==> config.mk <==
export PLATFORM = sky130hd
export DESIGN_NAME = timer_irq
export DESIGN_NICKNAME = d
export VERILOG_FILES = /design/src/pkg/timer_irq_pkg.sv /design/src/logic/timer_irq.sv
export SDC_FILE = /design/constraint.sdc
export NUM_CORES = 1
export LEC_CHECK = 0
export BUFFER_PORTS_ARGS = -buffer_cell sky130_fd_sc_hd__buf_2
export CAP_MARGIN = 20
export CORE_MARGIN = 1.5
export CORE_UTILIZATION = 43
export CTS_CLUSTER_DIAMETER = 200
export DETAILED_ROUTE_END_ITERATION = 16
export PLACE_DENSITY = 0.89
export SETUP_SLACK_MARGIN = 0.2
export SYNTH_ARGS = -nofsm -noshare
export SYNTH_HDL_FRONTEND = slang
export SYNTH_SLANG_ARGS = --single-unit
==> constraint.sdc <==
create_clock -name clock_i -period 1.9 [get_ports clock_i]
set_input_delay 0.095 -clock clock_i [delete_from_list [all_inputs] [get_ports clock_i]]
set_output_delay 0.095 -clock clock_i [all_outputs]
set_load 0.05 [all_outputs]
==> src/pkg/timer_irq_pkg.sv <==
/*
  Package for the timer interrupt bookkeeping block: register offsets,
  source bit positions, reset values and the bus access struct.
  Assumes a 32-bit Avalon-MM register bus with byte addresses.
*/
`default_nettype none
package timer_irq_pkg;

  // ---------------------------------------------------------------
  // Register offsets (byte addresses)
  // ---------------------------------------------------------------
  localparam logic [7:0] OFF_ENABLE_MASK = 8'h18;
  localparam logic [7:0] OFF_RAW_STATUS  = 8'h1c;
  localparam logic [7:0] OFF_MASKED      = 8'h20;
  localparam logic [7:0] OFF_CLEAR       = 8'h24;

  // ---------------------------------------------------------------
  // Source bit positions
  // ---------------------------------------------------------------
  localparam int BIT_A_TIMEOUT  = 0;
  localparam int BIT_A_CAP_MTCH = 1;
  localparam int BIT_A_CAP_EVT  = 2;
  localparam int BIT_RTC_EVT    = 3;
  localparam int BIT_B_TIMEOUT  = 8;
  localparam int BIT_B_CAP_MTCH = 9;
  localparam int BIT_B_CAP_EVT  = 10;

  // Implemented bits of every interrupt register
  localparam logic [31:0] SRC_BITS  = 32'h0000070f;
  localparam logic [31:0] MASK_RST  = 32'h00000000;
  localparam logic [31:0] RAW_RST   = 32'h00000000;
  localparam logic [31:0] RDATA_RST = 32'h00000000;

  // Bus request as seen by the slave
  typedef struct packed {
    logic        read;
    logic        write;
    logic [7:0]  address;
    logic [3:0]  byteenable;
    logic [31:0] writedata;
  } bus_req_s;

endpackage
`default_nettype wire

==> src/logic/timer_irq.sv <==
/*
  Interrupt enable mask, raw and masked status, and write-one-to-clear
  for the seven timer sources, behind an Avalon-MM slave.
  Assumes source event pulses come from logic on clock_i.
*/
// Design decision made here: the Avalon-MM interface to the registers.
`timescale 1ns/100ps
`default_nettype none
module timer_irq (
  input  wire logic        clock_i,
  input  wire logic        rstn_i,
  input  wire logic [7:0]  avs_address_i,
  input  wire logic        avs_read_i,
  input  wire logic        avs_write_i,
  input  wire logic [3:0]  avs_byteenable_i,
  input  wire logic [31:0] avs_writedata_i,
  output logic [31:0]      avs_readdata_o,
  output logic             avs_waitrequest_o,
  input  wire logic        half_a_timeout_i,
  input  wire logic        half_a_capture_match_i,
  input  wire logic        half_a_capture_event_i,
  input  wire logic        rtc_event_i,
  input  wire logic        half_b_timeout_i,
  input  wire logic        half_b_capture_match_i,
  input  wire logic        half_b_capture_event_i,
  output logic             irq_o
);

  // ---------------------------------------------------------------
  // Bus decode
  // ---------------------------------------------------------------
  timer_irq_pkg::bus_req_s req;
  logic        ack_r, ack_nxt;
  logic [31:0] rdata_r, rdata_nxt;
  logic [31:0] mask_r, mask_nxt;
  logic [31:0] raw_r, raw_nxt;
  logic [31:0] events;
  logic [31:0] be_bits;
  logic        wr_take;
  logic        rd_take;
  logic        mask_hit;
  logic        clr_hit;

  function automatic logic [31:0] lanes(input logic [3:0] be);
    lanes = {{8{be[3]}}, {8{be[2]}}, {8{be[1]}}, {8{be[0]}}};
  endfunction

  assign req = '{read: avs_read_i, write: avs_write_i, address: avs_address_i,
                 byteenable: avs_byteenable_i, writedata: avs_writedata_i};

  // One wait cycle: request taken on the edge where ack_r is high
  assign avs_waitrequest_o = (req.read | req.write) & ~ack_r;
  assign wr_take = req.write & ack_r;
  assign rd_take = req.read & ack_r;
  assign be_bits = lanes(req.byteenable) & req.writedata;
  assign mask_hit = wr_take & (req.address == timer_irq_pkg::OFF_ENABLE_MASK);
  assign clr_hit  = wr_take & (req.address == timer_irq_pkg::OFF_CLEAR);

  always_comb begin
    events = 32'h00000000;
    events[timer_irq_pkg::BIT_A_TIMEOUT]  = half_a_timeout_i;
    events[timer_irq_pkg::BIT_A_CAP_MTCH] = half_a_capture_match_i;
    events[timer_irq_pkg::BIT_A_CAP_EVT]  = half_a_capture_event_i;
    events[timer_irq_pkg::BIT_RTC_EVT]    = rtc_event_i;
    events[timer_irq_pkg::BIT_B_TIMEOUT]  = half_b_timeout_i;
    events[timer_irq_pkg::BIT_B_CAP_MTCH] = half_b_capture_match_i;
    events[timer_irq_pkg::BIT_B_CAP_EVT]  = half_b_capture_event_i;
  end

  // ---------------------------------------------------------------
  // Next state
  // ---------------------------------------------------------------
  always_comb begin
    ack_nxt   = (req.read | req.write) & ~ack_r;
    mask_nxt  = mask_r;
    raw_nxt   = raw_r;
    rdata_nxt = rdata_r;
    if (wr_take && req.address == timer_irq_pkg::OFF_ENABLE_MASK) begin
      // Byte lanes merge; unused bits never stored
      mask_nxt = ((mask_r & ~lanes(req.byteenable)) | be_bits)
                 & timer_irq_pkg::SRC_BITS;
    end
    if (wr_take && req.address == timer_irq_pkg::OFF_CLEAR) begin
      raw_nxt = raw_r & ~be_bits;
    end
    // Set wins over a clear in the same cycle, mask ignored
    raw_nxt = (raw_nxt | events) & timer_irq_pkg::SRC_BITS;
    // Snapshot in the wait cycle so the word comes from a flop
    if (req.read && !ack_r) begin
      case (req.address)
        timer_irq_pkg::OFF_ENABLE_MASK: rdata_nxt = mask_r;
        timer_irq_pkg::OFF_RAW_STATUS:  rdata_nxt = raw_r;
        timer_irq_pkg::OFF_MASKED:      rdata_nxt = raw_r & mask_r;
        default:                        rdata_nxt = 32'h00000000;
      endcase
    end
  end

  always_ff @(posedge clock_i) begin
    if (!rstn_i) begin
      ack_r   <= 1'b0;
      mask_r  <= timer_irq_pkg::MASK_RST;
      raw_r   <= timer_irq_pkg::RAW_RST;
      rdata_r <= timer_irq_pkg::RDATA_RST;
    end else begin
      ack_r   <= ack_nxt;
      mask_r  <= mask_nxt;
      raw_r   <= raw_nxt;
      rdata_r <= rdata_nxt;
    end
  end

  // Word sampled one cycle before the take; it stands unchanged while
  // waitrequest is low, at the cost of missing an event in that cycle.
  assign avs_readdata_o = rdata_r;

  assign irq_o = |(raw_r & mask_r);

  // ---------------------------------------------------------------
  // Assertions
  // ---------------------------------------------------------------
  property p_mask_reset;
    @(posedge clock_i) !rstn_i |=> (mask_r == timer_irq_pkg::MASK_RST);
  endproperty
  a_mask_reset: assert property (p_mask_reset) else $error("mask not zero after reset");

  property p_mask_write;
    @(posedge clock_i) disable iff (!rstn_i)
      (mask_hit && req.byteenable == 4'hf)
      |=> (mask_r == ($past(req.writedata) & timer_irq_pkg::SRC_BITS));
  endproperty
  a_mask_write: assert property (p_mask_write) else $error("mask write lost");

  property p_mask_low_bits;
    @(posedge clock_i) disable iff (!rstn_i)
      (mask_hit && req.byteenable[0])
      |=> (mask_r[3:0] == $past(req.writedata[3:0]));
  endproperty
  a_mask_low_bits: assert property (p_mask_low_bits) else $error("mask low bits wrong");

  property p_mask_hold;
    @(posedge clock_i) disable iff (!rstn_i)
      !mask_hit |=> $stable(mask_r);
  endproperty
  a_mask_hold: assert property (p_mask_hold) else $error("mask changed without write");

  property p_unused_zero;
    @(posedge clock_i) disable iff (!rstn_i)
      (mask_r[31:11] == 21'h0) && (mask_r[7:4] == 4'h0) && (raw_r[7:4] == 4'h0);
  endproperty
  a_unused_zero: assert property (p_unused_zero) else $error("unused bits set");

  property p_clear_reads_zero;
    @(posedge clock_i) disable iff (!rstn_i)
      (rd_take && req.address == timer_irq_pkg::OFF_CLEAR)
      |-> (avs_readdata_o == 32'h00000000);
  endproperty
  a_clear_reads_zero: assert property (p_clear_reads_zero) else $error("clear read not zero");

  property p_event_sets;
    @(posedge clock_i) disable iff (!rstn_i)
      (|events) |=> ((raw_r & $past(events)) == $past(events));
  endproperty
  a_event_sets: assert property (p_event_sets) else $error("event did not set raw");

  property p_raw_reset;
    @(posedge clock_i) !rstn_i |=> (raw_r == timer_irq_pkg::RAW_RST);
  endproperty
  a_raw_reset: assert property (p_raw_reset) else $error("raw not zero after reset");

  property p_raw_read;
    @(posedge clock_i) disable iff (!rstn_i)
      (rd_take && req.address == timer_irq_pkg::OFF_RAW_STATUS)
      |-> (avs_readdata_o == $past(raw_r));
  endproperty
  a_raw_read: assert property (p_raw_read) else $error("raw read wrong");

  property p_raw_holds;
    @(posedge clock_i) disable iff (!rstn_i)
      (raw_r[0] && !(clr_hit && be_bits[0])) |=> raw_r[0];
  endproperty
  a_raw_holds: assert property (p_raw_holds) else $error("raw bit dropped");

  property p_masked_and;
    @(posedge clock_i) disable iff (!rstn_i)
      (rd_take && req.address == timer_irq_pkg::OFF_MASKED)
      |-> (avs_readdata_o == $past(raw_r & mask_r));
  endproperty
  a_masked_and: assert property (p_masked_and) else $error("masked read wrong");

  property p_clear;
    @(posedge clock_i) disable iff (!rstn_i)
      (clr_hit && be_bits[10] && !half_b_capture_event_i)
      |=> !raw_r[10];
  endproperty
  a_clear: assert property (p_clear) else $error("clear failed");

  property p_irq;
    @(posedge clock_i) disable iff (!rstn_i)
      irq_o == ((raw_r & mask_r) != 32'h0);
  endproperty
  a_irq: assert property (p_irq) else $error("irq mismatch");

  property p_irq_reset;
    @(posedge clock_i) !rstn_i |=> !irq_o;
  endproperty
  a_irq_reset: assert property (p_irq_reset) else $error("irq high after reset");

  property p_one_wait;
    @(posedge clock_i) disable iff (!rstn_i)
      ((req.read | req.write) && !ack_r) |=> ack_r;
  endproperty
  a_one_wait: assert property (p_one_wait) else $error("more than one wait cycle");

  property p_ack_pulse;
    @(posedge clock_i) disable iff (!rstn_i)
      ack_r |=> !ack_r;
  endproperty
  a_ack_pulse: assert property (p_ack_pulse) else $error("request taken twice");

  // ---------------------------------------------------------------
  // Per-source checks
  // ---------------------------------------------------------------
  // Every implemented bit gets the same set; unused bits must stay zero
  genvar g;
  for (g = 0; g < 32; g++) begin : g_bit
    if (timer_irq_pkg::SRC_BITS[g]) begin : g_src
      property p_bit_set;
        @(posedge clock_i) disable iff (!rstn_i)
          events[g] |=> raw_r[g];
      endproperty
      a_bit_set: assert property (p_bit_set) else $error("source event lost");

      property p_bit_hold;
        @(posedge clock_i) disable iff (!rstn_i)
          (raw_r[g] && !(clr_hit && be_bits[g])) |=> raw_r[g];
      endproperty
      a_bit_hold: assert property (p_bit_hold) else $error("raw bit dropped");

      property p_bit_clear;
        @(posedge clock_i) disable iff (!rstn_i)
          (clr_hit && be_bits[g] && !events[g]) |=> !raw_r[g];
      endproperty
      a_bit_clear: assert property (p_bit_clear) else $error("raw bit not cleared");

      property p_bit_rise;
        @(posedge clock_i) disable iff (!rstn_i)
          (!raw_r[g] && !events[g]) |=> !raw_r[g];
      endproperty
      a_bit_rise: assert property (p_bit_rise) else $error("raw bit set with no event");

      property p_bit_masked;
        @(posedge clock_i) disable iff (!rstn_i)
          (raw_r[g] && mask_r[g]) |-> irq_o;
      endproperty
      a_bit_masked: assert property (p_bit_masked) else $error("masked source not raised");
    end else begin : g_unused
      property p_bit_unused;
        @(posedge clock_i) disable iff (!rstn_i)
          !mask_r[g] && !raw_r[g];
      endproperty
      a_bit_unused: assert property (p_bit_unused) else $error("unused bit stored");
    end
  end

  // ---------------------------------------------------------------
  // Covers
  // ---------------------------------------------------------------
  c_event_irq: cover property (@(posedge clock_i) disable iff (!rstn_i) $rose(irq_o));
  c_clear:     cover property (@(posedge clock_i) disable iff (!rstn_i)
                 clr_hit);
  c_race:      cover property (@(posedge clock_i) disable iff (!rstn_i)
                 clr_hit && |(be_bits & events));
  c_lanes:     cover property (@(posedge clock_i) disable iff (!rstn_i)
                 mask_hit && req.byteenable != 4'hf);

endmodule // timer_irq
`default_nettype wire

# Word level (Yosys, flattened, before mapping)
# Cells that the tools add are included.
# op_classes
n_eq_ne	4
n_mux	2
n_reduce_logical	5
bitwise	12
# ops
op	n
$and A11 B11 Y11	4
$pmux W11 S3	1
$reduce_or A32 Y1	1
$not A11 Y11	2
$or A11 B11 Y11	2
$eq A8 B5 Y1 const B	2
$eq A8 B6 Y1 const B	2
$mux W11	1
$logic_and A1 B1 Y1	3
$and A1 B1 Y1	2
$logic_not A1 Y1	1
$not A1 Y1	1
$or A1 B1 Y1	1
# totals
word_cells	27
input_bits	55
reg_bits	47
output_inout_bits	34

# Longest topological paths before layout
# logic_depth
depth_word	5
depth_mapped	5
depth_no_buf	3

# Least setup slack after synthesis
# Ideal clock, no wire load.
# synth_path
path_kind	input to register
from	in avs_address_i[7]
to	reg rdata_r[9] (netlist: avs_readdata_o[9])
path_stages	3
setup_time_ps	86
path_slack_ps	558
t_arrival_ps	1256
n_path_buf	0
required_time_ps	1814
path_cell_list	or4_4 a211o_4 a221oi_2
# synth_via
elab_chain_len	2
word_cells_on_any_way	4
cone_classes	eq/ne (3); mux (1)
# synth_lines
element	line	source
start, declared	timer_irq.sv:12	input wire logic [7:0] avs_address_i,
$eq A8 B6 Y1 / $eq A8 B5 Y1 (equally long branches)	timer_irq.sv:90	case (req.address)
$pmux W11 S3 *	timer_irq.sv:90	
end signal, assigned	timer_irq.sv:104	rdata_r <= timer_irq_pkg::RDATA_RST;
end signal, assigned	timer_irq.sv:109	rdata_r <= rdata_nxt;
end, declared	timer_irq.sv:34	logic [31:0] rdata_r, rdata_nxt;
# Every way passes the cells marked *; elsewhere a longest branch is shown, timed or not.
# A chain may end at the register's enable or synchronous reset.

# Final worst setup path
# layout_path
from	reg raw_r[2]
to	out irq_o
# layout_via
elab_chain_len	2
# layout_lines
element	line	source
start, declared	timer_irq.sv:36	logic [31:0] raw_r, raw_nxt;
start signal, assigned	timer_irq.sv:103	raw_r <= timer_irq_pkg::RAW_RST;
start signal, assigned	timer_irq.sv:108	raw_r <= raw_nxt;
$and A11 B11 Y11	timer_irq.sv:117	assign irq_o = |(raw_r & mask_r);
$reduce_or A32 Y1	timer_irq.sv:117	
end, declared	timer_irq.sv:26	output logic irq_o
# No other way between the ends.

==> qor.yml <==
timing:
  tns_ns: 0
  setup_viol: 0
  final_max_slew_viol_count: 0
  fmax_mhz: 667
  hold_violations: 0
  holdWs_ns: 0.0322
  period_minus_slack_ns: 1.50
  post-route-period-util_pct: 78.9
  rsz0062_at_grt: "false"
  fin_skew_ns: 0.00668
detailed_routing:
  wire_per_inst_um: 11.6
  ant_nets: 0
  vias: 1204
  drtIter0Drc: 40
  viasPerCell: 4.87
  first_pass_iters: 5
  routed_wl_um: 2870
  drcViolationCount: 0
clock_tree:
  root_buffer: "clkbuf_4"
  numCtsBuffers: 3
  clk_pin_slew_worst_paths_ns: 0.12
  clkLatencyLatePin_ns: 0.31
  cts_tree: "done"
  clock-sinks: 22
  htree_levels: 1
  cts_max_path_buffers: 2
yosys:
  synth.cell_area_mm2: 0.00144
  synthFlopType: "dfxtp_1"
  ys_ff_latch: 22
  synth-edff-count: 0
  ys_seq_area_share_pct: 30.7
  synthXorXnorAreaFrac_pct: 0
  yosys.area_share.simple_pct: 24.4
  yosysWarnings: 0
  yosysUniqueCellTypes: 28
  synth_fa_ha_area_share_pct: 0
  synth.avg_cell_area_um2: 8.87
  syn-instance-count: 162
  synthMuxAreaShare_pct: 4.88
  synth-async-reset-ratio_pct: 0
  synth_top_family_by_area: "simple AND/OR/NAND/NOR gates"
  synth_compound_area_share_pct: 21.9
placement:
  dp_hpwl_um: 2260
  routabilityCongestion: 0.850
  dpl.cell_count: 236
  place.port_buffers: 36
floorplan:
  die_area_mm2: 0.00370
  die_y_um: 60.8
  die_w_um: 60.8
  fp-row-count: 20
  num_io_pins: 89
  initial_core_util_pct: 46.3
  core-area_mm2: 0.00310
setup_path:
  cp_data_arrival_time_ns: 1.40
  r2r_slack_ns: 0.57
  cp.required_ns: 1.80
  crit_start: "raw_r[2]"
  startpoint_type: "flop"
  worstPathMaxFanout: 4
  reg2reg_from: "ack_r"
  end_kind: "output port"
  crit_type: "flop to output port"
layout:
  final_layout_size_suffix_gt1_share_pct: 28.1
  finalNonFillerCells: 247
  final_cell_mix: "buf_2, conb_1, dfxtp_1, nand2_1, o21ai_0"
  final_nets: 259
  mostFrequentLayoutCell: "buf_2"
  utilization_pct: 54.1
  num_antenna_cells: 0
  syn2layout_area_growth_pct: 16.9
power:
  p_per_area_mw_per_mm2: 643
  p_leak_nw: 0.686
  ir_worst_vdd_mv: 0.439
global_routing:
  grt_max_degree: 23
  grt_overflow: 0
  grt_pass1_wl_um: 4640
  grt_antenna_before_repair: 0
  track_usage_pct: 16.3
  grt_pass1_vias: 1086
worst_hold_path:
  min_from: "half_b_capture_event_i"
  hp-class: "input port to flop"
run_status:
  outcome: "finished, final reports clean"
job:
  max-cap-violations: 0
## metrics by stage
stage	power (W)	instance area, um2	setup slack, ns
floorplan	0.000712	1530	0.558
global placement	0.000716	1560	0.334
detailed placement	0.000720	1560	0.319
CTS	0.00108	1680	0.395
global route	0.00112	1680	0.317
finish	0.00108	1680	0.402
## power breakdown
| group | switching, W | internal, W | total (W) |
|---|---|---|---|
| Combinational | 0.000177 | 0.0000578 | 0.000235 |
| Clock | 0.000145 | 0.000213 | 0.000358 |
| Sequential | 0.0000137 | 0.000474 | 0.000487 |
## metal layers
metal  track usage [%]  vias to the layer above  routed length (um)
met5                 0                        -                   0
met4              4.66                        0                  14
met3              2.35                        2                 156
met2              29.6                       39                1450
met1              19.7                      543                1250
li1                  -                      620                   -
## worst paths after layout
check	endpoint	cells after the start
worst max-delay path	irq_o	3
worst max register to register	flop	3
worst min register to register	flop	2
worst min-delay path	raw_r[10]	3
## critical path, cell delays in order, from the launching register on
cell	delay [ns]
dfxtp_1	0.36
a222oi_1	0.37
nand3_1	0.13
buf_2	0.24
## cells in the mapped netlist (2+ instances only)
cell	count	area (um2)
buf_4	25	188
nor4_4	2	42.5
nor2b_1	7	43.8
mux2i_1	7	70.1
nor2_1	2	7.51
nand2_1	21	78.8
clkbuf_1	6	22.5
nor3_1	3	15.0
inv_1	8	30.0
o21ai_0	14	70.1
a31oi_1	7	43.8
nor4bb_1	7	70.1
a221oi_2	7	105
a22oi_1	9	67.6
nand3_1	3	15.0
dfxtp_1	22	440
## logic make-up (layout without fill, tap and decap cells)
group                  Yosys count  in the layout
other                            1             25
muxes                            7              7
AOI/OAI and AO/OA               39             39
DFF                             22             22
and+or+nand+nor                 52             52
buffers and inverters           41             58
## area by class of cell
cell class,count,area (um2)
Multi-Input combinational cell,123,828
Timing Repair Buffer,46,273
Sequential cell,22,440
Clock inverter,1,30.0
Clock buffer,3,22.5
Tap cell,44,55.1
Inverter,8,30.0
Fill cell,290,1420
## what timing repair did
action | in CTS | in global routing
buffers inserted | 0 | 0
hold endpoints to repair | 7 | 0
hold buffers | 7 | 0
resized for setup | 0 | 0
(Power assumes the default switching activity.)
